**src/tap_pkg.sv**
```systemverilog
// Register map, field layout, reset values and codes of the sequencer
package tap_pkg;
   // ****************************************
   // Register offsets (byte addresses)
   // ****************************************
   localparam logic [7:0] OFF_CTRL = 8'h00;
   localparam logic [7:0] OFF_CMD1 = 8'h04;
   localparam logic [7:0] OFF_CMD2 = 8'h08;
   localparam logic [7:0] OFF_VEL  = 8'h0c;
   localparam logic [7:0] OFF_CFG  = 8'h10;
   localparam logic [7:0] OFF_JOG  = 8'h14;
   localparam logic [7:0] OFF_WIN  = 8'h18;
   localparam logic [7:0] OFF_FSV  = 8'h1c;
   localparam logic [7:0] OFF_DBND = 8'h20;
   localparam logic [7:0] OFF_STAT = 8'h24;
   localparam logic [7:0] OFF_TGT1 = 8'h28;
   localparam logic [7:0] OFF_TGT2 = 8'h2c;
   // ****************************************
   // Field positions
   // ****************************************
   localparam int C_EN   = 0;
   localparam int C_JA1  = 1;
   localparam int C_JB1  = 2;
   localparam int C_ST1  = 3;
   localparam int C_JA2  = 4;
   localparam int C_JB2  = 5;
   localparam int C_ST2  = 6;
   localparam int C_SYNC = 7;
   localparam int C_AVG  = 8;
   localparam int F_CRV1 = 0;
   localparam int F_CRV2 = 2;
   localparam int F_FE1  = 4;
   localparam int F_FS1  = 6;
   localparam int F_SH1  = 8;
   // ****************************************
   // Reset values
   // ****************************************
   localparam logic [8:0]  CTRL_RST = 9'h000;
   localparam logic [9:0]  CFG_RST  = 10'h005;
   localparam logic [15:0] VEL_RST  = 16'h7fff;
   localparam logic [15:0] JOG_RST  = 16'h0400;
   localparam logic [15:0] WIN_RST  = 16'h0010;
   localparam logic [15:0] FSV_RST  = 16'h0000;
   localparam logic [15:0] DBND_RST = 16'h0000;
   // ****************************************
   // Braking curves and their gains
   // ****************************************
   typedef enum logic [1:0] {
      TAP_LIN   = 2'h0,
      TAP_MILD  = 2'h1,
      TAP_STEEP = 2'h2
   } tap_curve_t;
   localparam logic [2:0] GAIN_LIN   = 3'h1;
   localparam logic [2:0] GAIN_MILD  = 3'h3;
   localparam logic [2:0] GAIN_STEEP = 3'h5;
endpackage : tap_pkg

```
**src/tap_sync2.sv**
```systemverilog
// Two-flop synchroniser for pin inputs
`timescale 1ns/1ns
module tap_sync2 #(
   parameter int W = 1
) (
   // Clock and reset
   input  wire logic         clk,
   input  wire logic         rst_n,
   // Asynchronous in, synchronous out
   input  wire logic [W-1:0] d,
   output logic      [W-1:0] q
);
   logic [W-1:0] meta;

   // ****************************************
   // Two stages, first one read only here
   // ****************************************
   always_ff @(posedge clk or negedge rst_n) begin
      if (!rst_n) begin
         meta <= '0;
         q    <= '0;
      end else begin
         meta <= d;
         q    <= meta;
      end
   end
endmodule : tap_sync2

```
**src/tap_axis.sv**
```systemverilog
// Per-axis valve drive: jog, closed loop, failsafe, in-window flag
`timescale 1ns/1ns
module tap_axis (
   // Clock and reset
   input  wire logic               clk,
   input  wire logic               rst_n,
   // Axis control
   input  wire logic               active,
   input  wire logic               jog_dir_a_bit,
   input  wire logic               jog_dir_b_bit,
   input  wire logic               start,
   input  wire logic [15:0]        pos,
   input  wire logic [15:0]        target,
   // Settings
   input  wire logic [15:0]        vel,
   input  wire logic [15:0]        manual_jog_speed,
   input  wire logic [15:0]        arrival_window,
   input  wire logic [15:0]        dband,
   input  wire logic [15:0]        failsafe_output,
   input  wire logic               failsafe_en,
   input  wire logic [1:0]         curve,
   input  wire logic               follow_err,
   input  wire logic               shaping_en,
   // Results
   output logic signed [15:0]      drive,
   output logic                    target_reached_flag
);
   logic signed [16:0] err;
   logic        [16:0] mag;
   logic        [2:0]  gain;
   logic        [19:0] scaled;
   logic        [20:0] shaped;
   logic        [21:0] comp;
   logic        [14:0] lim;
   logic signed [15:0] closed;
   logic signed [15:0] jog_drv;
   logic               in_win;
   logic               jog;
   logic signed [15:0] next_drive;

   // ****************************************
   // Closed-loop output shaping
   // ****************************************
   assign err = $signed({1'b0, target}) - $signed({1'b0, pos});
   assign mag = err[16] ? 17'(-err) : 17'(err);
   assign in_win = mag <= {1'b0, arrival_window};
   // Curve gain at the target
   assign gain = (curve == tap_pkg::TAP_MILD)  ? tap_pkg::GAIN_MILD :  // see RULE10
                 (curve == tap_pkg::TAP_STEEP) ? tap_pkg::GAIN_STEEP : // see RULE11
                 tap_pkg::GAIN_LIN;                                    // see RULE9
   // Scaled braking or following-error method
   assign scaled = follow_err ? {3'h0, mag}
                              : {3'h0, mag} * {17'h0, gain};           // see RULE7
   // Two-slope characteristic instead of an overlap step
   assign shaped = !shaping_en ? {1'b0, scaled} :
                   in_win ? {scaled, 1'b0} :
                   {1'b0, scaled} + {5'h0, arrival_window};           // see RULE12
   // Deadband offset; too large a value sets a least speed
   assign comp = {1'b0, shaped} + ((mag != 17'h0) ? {6'h0, dband} : 22'h0); // see RULE13
   assign lim = (comp > {7'h0, vel[14:0]}) ? vel[14:0] : comp[14:0];
   assign closed = err[16] ? 16'(-$signed({1'b0, lim})) : $signed({1'b0, lim});
   // Open-loop jog speed, no position control
   assign jog = jog_dir_a_bit | jog_dir_b_bit;
   assign jog_drv = jog_dir_a_bit ? $signed({1'b0, manual_jog_speed[14:0]})
                  : 16'(-$signed({1'b0, manual_jog_speed[14:0]}));   // see RULE1
   // Output selection by priority
   assign next_drive = !active ? (failsafe_en ? $signed(failsafe_output)
                                              : 16'sh0000) :          // see RULE8
                       (jog_dir_a_bit & jog_dir_b_bit) ? 16'sh0000 :
                       jog ? jog_drv : closed;

   // ****************************************
   // Registered drive and arrival flag
   // ****************************************
   always_ff @(posedge clk or negedge rst_n) begin
      if (!rst_n) begin
         drive               <= 16'sh0000;
         target_reached_flag <= 1'b0;
      end else begin
         drive               <= next_drive;
         target_reached_flag <= active & start & !jog & in_win; // see RULE4
      end
   end
endmodule : tap_axis

```
**src/tap_sequencer.sv**
```systemverilog
// Two-axis position sequencer: registers, targets, sync and status
`timescale 1ns/1ns

// Behaviour
// RULE1: A set jog bit drives the axis open loop at the jog speed in its direction. The code drives zero when both jog bits of an axis are set.
// RULE2: When jogging stops the measured position becomes the target again.
// RULE3: While start is set the command position is taken as target at once.
// RULE4: The reached flag is set inside the window while start stays set.
// RULE5: The sync bit couples both axes by master-slave or averaging.
// RULE6: In master-slave sync the second axis follows the first axis.
// RULE7: Two methods exist, scaled braking gain or following-error output.
// RULE8: On failure the output is forced to the failsafe value if enabled per axis.
// RULE9: The linear curve multiplies the gain by one, per axis.
// RULE10: The mild root curve raises gain by three and is the reset choice.
// RULE11: The steep root curve raises gain by five.
// RULE12: Gain shaping applies a two-slope characteristic per axis.
// RULE13: The deadband offset adds compensation to the output.
// RULE14: Ready is high only with pin enable, bus enable and no sensor error.
// RULE15: On enable the target equals the actual position and the axis holds.
// RULE16: While jogging, start-triggered target updates are ignored.
module tap_sequencer (
   // Clock and reset
   input  wire logic               clk,
   input  wire logic               rst_n,
   // Wishbone slave
   input  wire logic               wb_cyc_i,
   input  wire logic               wb_stb_i,
   input  wire logic               wb_we_i,
   input  wire logic [7:0]         wb_adr_i,
   input  wire logic [3:0]         wb_sel_i,
   input  wire logic [31:0]        wb_dat_i,
   output logic      [31:0]        wb_dat_o,
   output logic                    wb_ack_o,
   // Card pins
   input  wire logic               enable_pin,
   input  wire logic               sensor_err1,
   input  wire logic               sensor_err2,
   // Measured positions
   input  wire logic [15:0]        meas_pos1,
   input  wire logic [15:0]        meas_pos2,
   // Status and valve drive
   output logic                    ready,
   output logic                    target_reached1,
   output logic                    target_reached2,
   output logic signed [15:0]      drive1,
   output logic signed [15:0]      drive2
);
   // ****************************************
   // Declarations
   // ****************************************
   logic [8:0]  ctrl;
   logic [9:0]  cfg;
   logic [15:0] cmd1;
   logic [15:0] cmd2;
   logic [15:0] vel;
   logic [15:0] jog_spd;
   logic [15:0] win;
   logic [15:0] fsv;
   logic [15:0] dbnd;
   logic [2:0]  pin_s;
   logic        ok;
   logic        req;
   logic        wr;
   logic [31:0] rd_data;
   logic [31:0] stat;
   logic [15:0] tgt      [2];
   logic [15:0] pos      [2];
   logic [15:0] cmd      [2];
   logic [15:0] eff_t    [2];
   logic [15:0] avg_t;
   logic [16:0] sum_t;
   logic [1:0]  ja;
   logic [1:0]  jb;
   logic [1:0]  st;
   logic [1:0]  jog;
   logic [1:0]  jog_prev;
   logic [1:0]  reached;
   logic signed [15:0] drv [2];
   logic        sync;
   logic        avg;
   logic        hit_ctrl;
   logic        hit_cmd1;
   logic        hit_cmd2;
   logic        hit_vel;
   logic        hit_cfg;
   logic        hit_jog;
   logic        hit_win;
   logic        hit_fsv;
   logic        hit_dbnd;
   logic        hit_stat;
   logic        hit_tgt1;
   logic        hit_tgt2;

   // ****************************************
   // Byte-lane merge of a write
   // ****************************************
   function automatic logic [31:0] tap_merge(input logic [31:0] old,
                                             input logic [31:0] din,
                                             input logic [3:0]  sel);
      logic [31:0] m;
      m = {{8{sel[3]}}, {8{sel[2]}}, {8{sel[1]}}, {8{sel[0]}}};
      return (old & ~m) | (din & m);
   endfunction : tap_merge

   // ****************************************
   // Pin synchronisers
   // ****************************************
   tap_sync2 #(
      .W (3)
   ) u_sync (
      .clk   (clk),
      .rst_n (rst_n),
      .d     ({sensor_err2, sensor_err1, enable_pin}),
      .q     (pin_s)
   );

   // ****************************************
   // Bus decode
   // ****************************************
   assign req      = wb_cyc_i & wb_stb_i & !wb_ack_o;
   assign wr       = req & wb_we_i;
   assign hit_ctrl = wb_adr_i == tap_pkg::OFF_CTRL;
   assign hit_cmd1 = wb_adr_i == tap_pkg::OFF_CMD1;
   assign hit_cmd2 = wb_adr_i == tap_pkg::OFF_CMD2;
   assign hit_vel  = wb_adr_i == tap_pkg::OFF_VEL;
   assign hit_cfg  = wb_adr_i == tap_pkg::OFF_CFG;
   assign hit_jog  = wb_adr_i == tap_pkg::OFF_JOG;
   assign hit_win  = wb_adr_i == tap_pkg::OFF_WIN;
   assign hit_fsv  = wb_adr_i == tap_pkg::OFF_FSV;
   assign hit_dbnd = wb_adr_i == tap_pkg::OFF_DBND;
   assign hit_stat = wb_adr_i == tap_pkg::OFF_STAT;
   assign hit_tgt1 = wb_adr_i == tap_pkg::OFF_TGT1;
   assign hit_tgt2 = wb_adr_i == tap_pkg::OFF_TGT2;

   // Status word: live state of the sequencer
   assign stat = {25'h0, jog, pin_s[2], pin_s[1], reached, ready};

   // Read selection, unmapped reads as zero
   assign rd_data = hit_ctrl ? {23'h0, ctrl} :
                    hit_cmd1 ? {16'h0, cmd1} :
                    hit_cmd2 ? {16'h0, cmd2} :
                    hit_vel  ? {16'h0, vel} :
                    hit_cfg  ? {22'h0, cfg} :
                    hit_jog  ? {16'h0, jog_spd} :
                    hit_win  ? {16'h0, win} :
                    hit_fsv  ? {16'h0, fsv} :
                    hit_dbnd ? {16'h0, dbnd} :
                    hit_stat ? stat :
                    hit_tgt1 ? {16'h0, tgt[0]} :
                    hit_tgt2 ? {16'h0, tgt[1]} :
                    32'h0000_0000;

   // ****************************************
   // Bus answer: one ack per request
   // ****************************************
   always_ff @(posedge clk or negedge rst_n) begin
      if (!rst_n) begin
         wb_ack_o <= 1'b0;
         wb_dat_o <= 32'h0000_0000;
      end else begin
         wb_ack_o <= req;
         wb_dat_o <= req ? rd_data : 32'h0000_0000;
      end
   end

   // ****************************************
   // Software registers
   // ****************************************
   always_ff @(posedge clk or negedge rst_n) begin
      if (!rst_n) begin
         ctrl    <= tap_pkg::CTRL_RST;
         cfg     <= tap_pkg::CFG_RST;   // see RULE10
         cmd1    <= 16'h0000;
         cmd2    <= 16'h0000;
         vel     <= tap_pkg::VEL_RST;
         jog_spd <= tap_pkg::JOG_RST;
         win     <= tap_pkg::WIN_RST;
         fsv     <= tap_pkg::FSV_RST;
         dbnd    <= tap_pkg::DBND_RST;
      end else if (wr) begin
         if (hit_ctrl) ctrl <= 9'(tap_merge({23'h0, ctrl}, wb_dat_i, wb_sel_i));
         if (hit_cfg)  cfg  <= 10'(tap_merge({22'h0, cfg}, wb_dat_i, wb_sel_i));
         if (hit_cmd1) cmd1 <= 16'(tap_merge({16'h0, cmd1}, wb_dat_i, wb_sel_i));
         if (hit_cmd2) cmd2 <= 16'(tap_merge({16'h0, cmd2}, wb_dat_i, wb_sel_i));
         if (hit_vel)  vel  <= 16'(tap_merge({16'h0, vel}, wb_dat_i, wb_sel_i));
         if (hit_jog)  jog_spd <= 16'(tap_merge({16'h0, jog_spd}, wb_dat_i, wb_sel_i));
         if (hit_win)  win  <= 16'(tap_merge({16'h0, win}, wb_dat_i, wb_sel_i));
         if (hit_fsv)  fsv  <= 16'(tap_merge({16'h0, fsv}, wb_dat_i, wb_sel_i));
         if (hit_dbnd) dbnd <= 16'(tap_merge({16'h0, dbnd}, wb_dat_i, wb_sel_i));
      end
   end

   // ****************************************
   // Ready from pin, bus enable and sensors
   // ****************************************
   assign ok = pin_s[0] & ctrl[tap_pkg::C_EN] & !pin_s[1] & !pin_s[2]; // see RULE14

   always_ff @(posedge clk or negedge rst_n) begin
      if (!rst_n) begin
         ready <= 1'b0;
      end else begin
         ready <= ok;
      end
   end

   // ****************************************
   // Per-axis control bits
   // ****************************************
   assign ja     = {ctrl[tap_pkg::C_JA2], ctrl[tap_pkg::C_JA1]};
   assign jb     = {ctrl[tap_pkg::C_JB2], ctrl[tap_pkg::C_JB1]};
   assign st     = {ctrl[tap_pkg::C_ST2], ctrl[tap_pkg::C_ST1]};
   assign jog    = ja | jb;
   assign sync   = ctrl[tap_pkg::C_SYNC];
   assign avg    = ctrl[tap_pkg::C_AVG];
   assign pos[0] = meas_pos1;
   assign pos[1] = meas_pos2;
   assign cmd[0] = cmd1;
   assign cmd[1] = cmd2;

   // ****************************************
   // Axis coupling
   // ****************************************
   assign sum_t    = {1'b0, tgt[0]} + {1'b0, tgt[1]};
   assign avg_t    = sum_t[16:1];
   // Averaging: both axes chase the mean target
   assign eff_t[0] = (sync & avg) ? avg_t : tgt[0];           // see RULE5
   // Master-slave: second axis follows the first one
   assign eff_t[1] = !sync ? tgt[1] : avg ? avg_t : meas_pos1; // see RULE6

   // ****************************************
   // Targets and axis drives
   // ****************************************
   for (genvar g = 0; g < 2; g++) begin : g_axis
      // Target: hold actual when idle or jogging, else take command on start
      always_ff @(posedge clk or negedge rst_n) begin
         if (!rst_n) begin
            tgt[g]      <= 16'h0000;
            jog_prev[g] <= 1'b0;
         end else begin
            jog_prev[g] <= jog[g];
            if (!ready) begin
               tgt[g] <= pos[g];                 // see RULE15
            end else if (jog[g] | jog_prev[g]) begin
               tgt[g] <= pos[g];                 // see RULE2 RULE16
            end else if (st[g]) begin
               tgt[g] <= cmd[g];                 // see RULE3
            end
         end
      end

      tap_axis u_axis (
         .clk                 (clk),
         .rst_n               (rst_n),
         .active              (ready),
         .jog_dir_a_bit       (ja[g]),
         .jog_dir_b_bit       (jb[g]),
         .start               (st[g]),
         .pos                 (pos[g]),
         .target              (eff_t[g]),
         .vel                 (vel),
         .manual_jog_speed    (jog_spd),
         .arrival_window      (win),
         .dband               (dbnd),
         .failsafe_output     (fsv),
         .failsafe_en         (cfg[tap_pkg::F_FS1 + g]),
         .curve               (cfg[tap_pkg::F_CRV1 + 2*g +: 2]),
         .follow_err          (cfg[tap_pkg::F_FE1 + g]),
         .shaping_en          (cfg[tap_pkg::F_SH1 + g]),
         .drive               (drv[g]),
         .target_reached_flag (reached[g])
      );
   end

   // Outputs taken from the axis flip-flops
   assign drive1          = drv[0];
   assign drive2          = drv[1];
   assign target_reached1 = reached[0];
   assign target_reached2 = reached[1];

   // ****************************************
   // Assertions
   // ****************************************
   property p_ready_pin;
      @(posedge clk) disable iff (!rst_n)
      !enable_pin ##1 !enable_pin ##1 !enable_pin |=> !ready;
   endproperty
   a_ready_pin: assert property (p_ready_pin) // see RULE14
      else $error("ready high without enable pin");

   property p_ready_bus;
      @(posedge clk) disable iff (!rst_n)
      !ctrl[tap_pkg::C_EN] |=> !ready;
   endproperty
   a_ready_bus: assert property (p_ready_bus) // see RULE14
      else $error("ready high without bus enable");

   property p_hold_actual;
      @(posedge clk) disable iff (!rst_n)
      !ready |=> tgt[0] == $past(meas_pos1);
   endproperty
   a_hold_actual: assert property (p_hold_actual) // see RULE15
      else $error("target not tracking actual while disabled");

   property p_jog_release;
      @(posedge clk) disable iff (!rst_n)
      ready && jog_prev[0] && !jog[0] |=> tgt[0] == $past(meas_pos1);
   endproperty
   a_jog_release: assert property (p_jog_release) // see RULE2
      else $error("position not latched at jog release");

   property p_start_take;
      @(posedge clk) disable iff (!rst_n)
      ready && st[0] && !jog[0] && !jog_prev[0] |=> tgt[0] == $past(cmd1);
   endproperty
   a_start_take: assert property (p_start_take) // see RULE3
      else $error("command position not taken on start");

   property p_jog_blocks;
      @(posedge clk) disable iff (!rst_n)
      ready && jog[0] && st[0] |=> tgt[0] != $past(cmd1) || $past(cmd1 == meas_pos1);
   endproperty
   a_jog_blocks: assert property (p_jog_blocks) // see RULE16
      else $error("start updated target during jog");

   property p_jog_drive;
      @(posedge clk) disable iff (!rst_n)
      ready && ja[0] && !jb[0] |=> drive1 == $signed({1'b0, $past(jog_spd[14:0])});
   endproperty
   a_jog_drive: assert property (p_jog_drive) // see RULE1
      else $error("jog drive not at jog speed");

   property p_failsafe;
      @(posedge clk) disable iff (!rst_n)
      !ready && cfg[tap_pkg::F_FS1] |=> drive1 == $signed($past(fsv));
   endproperty
   a_failsafe: assert property (p_failsafe) // see RULE8
      else $error("failsafe value not driven");

   property p_reached_start;
      @(posedge clk) disable iff (!rst_n)
      !st[0] |=> !target_reached1;
   endproperty
   a_reached_start: assert property (p_reached_start) // see RULE4
      else $error("reached flag without start");

   property p_average;
      @(posedge clk) disable iff (!rst_n)
      ready && sync && avg |-> eff_t[0] == eff_t[1] &&
         (17'(tgt[0]) + 17'(tgt[1]) - {eff_t[1], 1'b0}) <= 17'h1;
   endproperty
   a_average: assert property (p_average) // see RULE5
      else $error("averaging targets differ");

   property p_slave;
      @(posedge clk) disable iff (!rst_n)
      ready && sync && !avg && !jog[1] && vel[14:0] != 15'h0
      |=> (drive2 == 16'sh0000) == ($past(meas_pos1) == $past(meas_pos2));
   endproperty
   a_slave: assert property (p_slave) // see RULE6
      else $error("slave axis not following first axis");

   // Main scenarios
   c_jog_release: cover property (@(posedge clk) disable iff (!rst_n)
      ready && jog_prev[0] && !jog[0]);
   c_reached: cover property (@(posedge clk) disable iff (!rst_n)
      $rose(target_reached1));
   c_sync: cover property (@(posedge clk) disable iff (!rst_n)
      ready && sync && st[1]);
endmodule : tap_sequencer

```
**config.mk**
```make
export PLATFORM = sky130hd
export DESIGN_NAME = tap_sequencer
export DESIGN_NICKNAME = d
export VERILOG_FILES = /design/src/tap_pkg.sv /design/src/tap_sync2.sv /design/src/tap_axis.sv /design/src/tap_sequencer.sv
export SDC_FILE = /design/constraint.sdc
export NUM_CORES = 1
export LEC_CHECK = 0
export ABC_AREA = 1
export BUFFER_PORTS_ARGS = -buffer_cell sky130_fd_sc_hd__buf_2
export CAP_MARGIN = 20
export CORE_UTILIZATION = 55
export DETAILED_ROUTE_END_ITERATION = 10
export PLACE_DENSITY = 0.81
export RECOVER_POWER = 25
export SLEW_MARGIN = 10
export SYNTH_ARGS = -nofsm -noshare
export SYNTH_HDL_FRONTEND = slang
export SYNTH_SLANG_ARGS = --single-unit
```
**constraint.sdc**
```tcl
create_clock -name clk -period 33.5 [get_ports clk]
set_clock_uncertainty 0.05 [all_clocks]
set_input_delay 6.7 -clock clk [delete_from_list [all_inputs] [get_ports clk]]
set_output_delay 6.7 -clock clk [all_outputs]
set_load 0.01 [all_outputs]
```
==> results of run 1 <==
[Yosys cell counts (7+ instances only)]
| library cell | number |
|---|---|
| nand3b_1 | 19 |
| nor2_2 | 10 |
| a221oi_1 | 34 |
| nand2_1 | 843 |
| nand3_1 | 191 |
| o22ai_1 | 24 |
| o221ai_1 | 44 |
| and2_1 | 9 |
| nor3_1 | 29 |
| a21o_1 | 10 |
| o21ai_2 | 9 |
| nor4_1 | 12 |
| dfstp_2 | 19 |
| xor2_1 | 71 |
| inv_1 | 552 |
| o21ai_1 | 15 |
| buf_4 | 16 |
| ha_1 | 220 |
| a31oi_1 | 10 |
| o2111ai_1 | 9 |
| o21ai_0 | 342 |
| xnor2_1 | 27 |
| nand2_2 | 21 |
| o211ai_1 | 53 |
| fa_1 | 37 |
| or2_2 | 15 |
| o21bai_1 | 15 |
| nand4_1 | 44 |
| dfrtp_1 | 204 |
| a21oi_1 | 222 |
| clkbuf_1 | 73 |
| a22oi_1 | 9 |
| clkinv_1 | 7 |
| nor2_1 | 241 |
[stage by stage]
step	power [mW]	instances	setup WS [ns]	hold WS [ns]	util, %
3_5_place_dp	0.758	4105	14.09	0.286	58.4
2_1_floorplan	0.635	3543	17.81	0.281	-
4_1_cts	1.06	4151	14.65	0.298	60.5
3_3_place_gp	0.749	4105	14.35	0.286	58.4
5_1_grt	1.14	4155	13.11	0.314	60.4
6_report	1.08	4155	13.97	0.296	60.4
[area by class of cell]
cell class | instances | share of cell area [%]
inverter | 562 | 8.27
multi-input combinational | 2653 | 61.0
tap | 539 | 2.64
timing repair buffer | 129 | 2.55
clock inverter | 13 | 0.873
sequential | 223 | 22.0
clock buffer | 33 | 2.65
antenna | 3 | 0.0294
[path summary, 6_finish.rpt]
kind	start	to
setup / recovery	meas_pos1[0]	g_axis[1].u_axis.drive[4]
hold / removal	u_sync.meta[1]	u_sync.q[1]
setup reg to reg	tgt[1]	g_axis[1].u_axis.drive[4]
hold reg to reg	u_sync.meta[1]	u_sync.q[1]
max in group asynchronous	rst_n	async pin
min in group asynchronous	rst_n	u_sync.meta[1]
[power by group through the flow]
stage	combinational (mW)	sequential (mW)	clock, mW
after CTS	0.479	0.277	0.301
after global routing	0.549	0.278	0.313
final	0.493	0.278	0.305
after global placement	0.467	0.282	0
after floorplan	0.355	0.280	0
after detailed placement	0.476	0.282	0
[cell families after synthesis]
family / synth area share (%)
simple gates: 26.1
flops: 23.6
fa+ha+maj: 14.7
other cells: 0.0158
compound gates: 20.7
xor+xnor: 3.83
buf+inv: 11.0
[cell usage in the layout, fill, tap and decap left out, types with 71 or more instances in the layout]
| cell type | instances |
|---|---|
| nand2_1 | 843 |
| nor2_1 | 241 |
| nand3_1 | 191 |
| o21ai_0 | 342 |
| dfrtp_1 | 204 |
| inv_1 | 552 |
| a21oi_1 | 222 |
| ha_1 | 220 |
| xor2_1 | 71 |
| buf_2 | 103 |
[routing by layer]
metal,track usage (%),wire length [um],part of all wire [%]
met2,56.3,35000,40
met5,0,12,0.014
met3,10.2,11700,13
met4,22.0,5670,6.5
met1,53.8,34700,40
==> key figures, run 1 <==
STA
  – Final Hold Vio Count: 0
  – Max-slew violations: 153
  – Setup Viol. Count Final: 0
  – Fin crit period: between 15 and 20 ns
  – Worst Tran Pin Value: roughly 4.5 ns
  – Max Clk Rate: approximately 50 MHz
  – Slew Limit Headroom: -200%
  – Period utilization: 58.3%
  – Setup tns final: 0 ns
  – RSZ-0062 raised after global routing: false

Run status
  – Status: complete, but fails checks
  – Violated checks: capacitance limit, slew limit

Critical path
  – Critical Path Source Type: input pin
  – Crit-path slowest cell: clkinv_1
  – Critical path class: input pin to flip-flop
  – Worst reg2reg setup slack: approximately 18 ns
  – Crit. End Element: flip-flop
  – Data arrival time of the worst path: 19.89 ns
  – Peak fanout along the critical path: 35
  – CP top delay family: compound AO/OA/AOI/OAI gates
  – Reg2Reg Depth: 80
  – Worst path required time: 33.86 ns
  – Crit-path most repeated cell: nand2_1
  – CP bufs+invs: 11
  – Slowest cell delay on critical path: 0.93 ns
  – CP Depth: 67

Placed design
  – Post-DP HPWL: roughly 69000 um
  – Area after DPL: 24600 um2
  – RePlAce Congestion: 1.10
  – IO buf count: roughly 120

Detailed routing
  – Routed vias/inst: between 6 and 7
  – Routed WL: 87100 um
  – Via count: 25200
  – Drt drc: 0
  – 1st-pass router iterations: 7
  – Iteration-0 DRC Markers: 3630
  – DRT antenna net count: 0
  – Routed len/inst: 21.0 um

Global route
  – First-pass GRT wire length: 131000 um
  – Total GRT Usage: between 30% and 40%
  – Initial antenna violation count: 5
  – Vias in the first global route: 22500
  – GRT overflow: 0
  – Largest net degree at the start of global routing: 80

Pwr
  – P_leak: 13.3 nW
  – Clock power share: 28.3%
  – Net Switching: 464 uW
  – Power density over cell area: 42.1 nW/um2
  – Worst vdd ir: 0.0000371 V
  – Sequential Power Share: between 20% and 30%
  – Cell internal pwr: 612 uW
  – Sw Ratio: 43.1%
  – Logic pwr share: 45.8%

Synth
  – Mapped Area: 23700 um2
  – Post-synthesis sequential area ratio: 23.6%
  – Synth area leader: dfrtp_1
  – Top cells by area, synth: dfrtp_1 (22%), nand2_1 (13%), ha_1 (12%), inv_1 (8.7%), o21ai_0 (7.2%)
  – Flops & latches, synth: 223
  – Synth cell types: 64
  – Avg Cell Area, Syn: 6.72 um2
  – Synth Instances: 3528
  – Yosys Warn Count: 0
  – Post-synth top area share: approximately 22%
  – Post-synth EDFFs: 0
  – Top_reg_cell synth: dfrtp_1
  – Asr flop ratio synth: 100%

CTS
  – CTS buffer count: 25
  – Post-CTS Hold Buffers: 0
  – Clk root buf: clkbuf_16
  – CTS HTree Levels: 1
  – Num Clock Sinks: around 220
  – TritonCTS clock tree: built
  – Clock slew at reported path FFs: 0.06 ns
  – Post-CTS sizing: 0
  – Post-CTS Repair Setup Buffers: 0
  – Worst skew pair latency: ~0.56 ns
  – Clock Tree Buf Depth: 3

Cells and area
  – Sequential cell area: around 5600 um2
  – Multi-input logic area: 15600 um2
  – Share of cells above drive strength 1: 7.17%
  – # nets final: just under 4000
  – Post-route cell area: 25500 um2
  – Synthesis-to-finish area growth: 7.62%
  – Filler cells: 4055

Floorplan
  – Die Footprint: 43900 um2
  – Die extent in x: 210 um
  – Initial Util: a little under three fifths
  – Core area: ~42000 um2
  – Boundary Pins: around 150
  – Cell row count: 75
  – Die Height: 210 um

Hold path
  – HP Class: flip-flop to flip-flop
  – Hold Path Cell Cnt: 0

Run
  – Max Cap Viol: 2
(Power assumes the default switching activity.)
==> run 2: changes to the inputs <==
- PLACE_DENSITY: 0.81 -> 0.84
- clock period: 33.5 -> 15.7 ns (I/O delays scaled with it)
==> run 2 against run 1 <==
The run still ends with capacitance limit, slew limit left. Flip-flop and latch count unchanged. Global-route usage rose by 0.25 points. Critical path depth is 15 higher. Via count fell by 0.81%. Largest cell class unchanged.
==> key figures, run 2 (synthesized netlist as in run 1, its figures left out) <==
Hold path
  – Hold path start: u_sync.meta[0]
  – HP Class: flip-flop to flip-flop
  – Hold path endpoint: u_sync.q[0]
  – Hold Path Cell Cnt: 0

Critical path
  – Worst path required time: 16.09 ns
  – Worst r2r src: tgt[1]
  – Slowest cell delay on critical path: 0.56 ns
  – Crit. End Element: flip-flop
  – Crit-path most repeated cell: nand2_1
  – Worst reg2reg setup slack: between 0.9 and 1 ns
  – Data arrival time of the worst path: about 15 ns
  – Crit-path slowest cell: fa_1
  – Critical Path Source Type: flip-flop
  – Reg2Reg Depth: 82
  – CP top delay family: compound AO/OA/AOI/OAI gates
  – Peak fanout along the critical path: 24
  – Worst r2r dst: g_axis[1].u_axis.drive[14]
  – Critical path class: flip-flop to flip-flop
  – CP bufs+invs: 11

STA
  – Final worst slack: approximately 0.94 ns
  – Slew Limit Headroom: -142%
  – Period utilization: 94.0%
  – Worst Tran Pin Value: between 3 and 4 ns
  – Setup tns final: 0 ns
  – Setup Viol. Count Final: 0
  – RSZ-0062 raised after global routing: false
  – Final Hold Vio Count: 0
  – Worst Hold Slack: 0.302 ns
  – Max-slew violations: 97
  – Max Clk Rate: 67.7 MHz
  – Fin crit period: 14.76 ns

Cells and area
  – Highest-count cells in the layout ignoring fill and taps: nand2_1 (842), inv_1 (552), o21ai_0 (342)
  – Most common cell after layout, fill and taps aside: nand2_1
  – # nets final: 3941
  – Filler cells: about 4000
  – Post-route insts no fill: 4161
  – Share of cells above drive strength 1: 7.41%
  – Synthesis-to-finish area growth: 7.46%

CTS
  – TritonCTS clock tree: built
  – Worst skew pair latency: approximately 0.56 ns
  – Clk root buf: clkbuf_16
  – Clock Tree Buf Depth: 3
  – Post-CTS Hold Buffers: 0
  – CTS HTree Levels: 1
  – Num Clock Sinks: 223
  – CTS buffer count: 24
  – Post-CTS Repair Setup Buffers: 0
  – Post-CTS sizing: 0
  – Clock slew at reported path FFs: roughly 0.060 ns

Pwr
  – P_leak: 13.3 nW
  – Net Switching: 987 uW
  – Power density over cell area: approximately 87 nW/um2
  – Sw Ratio: 44.6%
  – Logic pwr share: 47.7%
  – Clock power share: between 20 and 30%
  – Worst vdd ir: 0.0000673 V
  – Cell internal pwr: 1.23 mW
  – Tot Pwr: 2.21 mW
  – Sequential Power Share: 26.8%

Detailed routing
  – 1st-pass router iterations: 6
  – Drt drc: 0
  – DRT antenna net count: 0
  – Iteration-0 DRC Markers: 3770
  – Routed vias/inst: 6.02
  – Routed WL: 87000 um
  – Routed len/inst: roughly 21 um
  – Via count: 25000

Floorplan
  – Die extent in x: 210 um
  – Die Height: approximately 210 um
  – Core area: 42200 um2
  – Boundary Pins: about 150
  – Initial Util: 56.2%
  – Die Footprint: 43900 um2
  – Cell row count: 75

Global route
  – Vias in the first global route: 22700
  – Largest net degree at the start of global routing: 83
  – GRT overflow: 0
  – First-pass GRT wire length: ~130000 um
  – Total GRT Usage: 39.6%
  – Initial antenna violation count: 3

Run status
  – Status: complete, but fails checks
  – Violated checks: capacitance limit, slew limit

Placed design
  – Pre-CTS setup slack: 0.771 ns
  – IO buf count: 117
  – Cells after DPL: 4110
  – Post-DP HPWL: ~70000 um
  – RePlAce Congestion: 1.09

Run
  – Max Cap Viol: 2
[run 2: cell count changes in the layout (fill, tap and decap cells not counted), sizes merged]
cell,previous run,this run
buf,113,123
diode,3,5
clkinv,10,13
bufinv,5,1
clkbuf,49,44
clkinvlp,2,1
inv,558,559
[run 2: final cells by class]
cell class / instances / area (um2) / area share (%)
Sequential cell: 223 / 5600 / 22.0
Clock buffer: 31 / 637 / 2.50
Multi-Input combinational cell: 2653 / 15600 / 61.2
Inverter: 562 / 2110 / 8.28
Timing Repair Buffer: 136 / 738 / 2.90
Antenna cell: 5 / 12.5 / 0.0491
Clock inverter: 12 / 118 / 0.462
Tap cell: 539 / 674 / 2.65
[run 2: worst reg2reg max path: cells and delay by family (launching register included)]
| kind | cells | cell delay [ns] |
|---|---|---|
| AOI/OAI and AO/OA | 24 | 4.86 |
| DFF | 1 | 0.45 |
| buffers and inverters | 11 | 0.96 |
| xor gates and xnor gates | 3 | 0.90 |
| adders and majority gates | 8 | 2.92 |
| and+or+nand+nor | 36 | 4.49 |
[run 2: layer usage]
| metal | track usage, % | up-vias | part of all wire (%) |
|---|---|---|---|
| met1 | 52.1 | 11400 | 39 |
| met3 | 12.9 | 284 | 14 |
| met4 | 21.7 | 2 | 6.7 |
| met2 | 57.2 | 1495 | 40 |
| li1 | - | 11900 | - |
| met5 | 0 | - | 0.015 |
[run 2: per-stage QoR]
stage / utilization [%] / cell area (um2)
2_1_floorplan: - / 23800
3_3_place_gp: 58.4 / 24700
3_5_place_dp: 58.4 / 24700
4_1_cts: 60.2 / 25400
5_1_grt: 60.3 / 25500
6_report: 60.3 / 25500
[run 2: worst max-delay path by stage]
stage,from,endpoint,slack (ns),cells past startpoint
floorplan,meas_pos1[0],g_axis[1].u_axis.drive[14],3.57,71
global placement,meas_pos1[9],g_axis[1].u_axis.drive[14],0.97,66
detailed placement,meas_pos1[0],g_axis[1].u_axis.drive[14],0.77,69
CTS,tgt[1],g_axis[1].u_axis.drive[14],1.10,82
global route,tgt[1],g_axis[1].u_axis.drive[12],0.06,80
finish,tgt[1],g_axis[1].u_axis.drive[14],0.94,82
[run 2: power by group through the flow]
stage	sequential (mW)	combinational, mW	clock, mW
2_1_floorplan	0.598	0.757	0
3_3_place_gp	0.602	0.998	0
3_5_place_dp	0.602	1.02	0
4_1_cts	0.592	1.02	0.560
5_1_grt	0.593	1.17	0.584
6_report	0.593	1.06	0.563
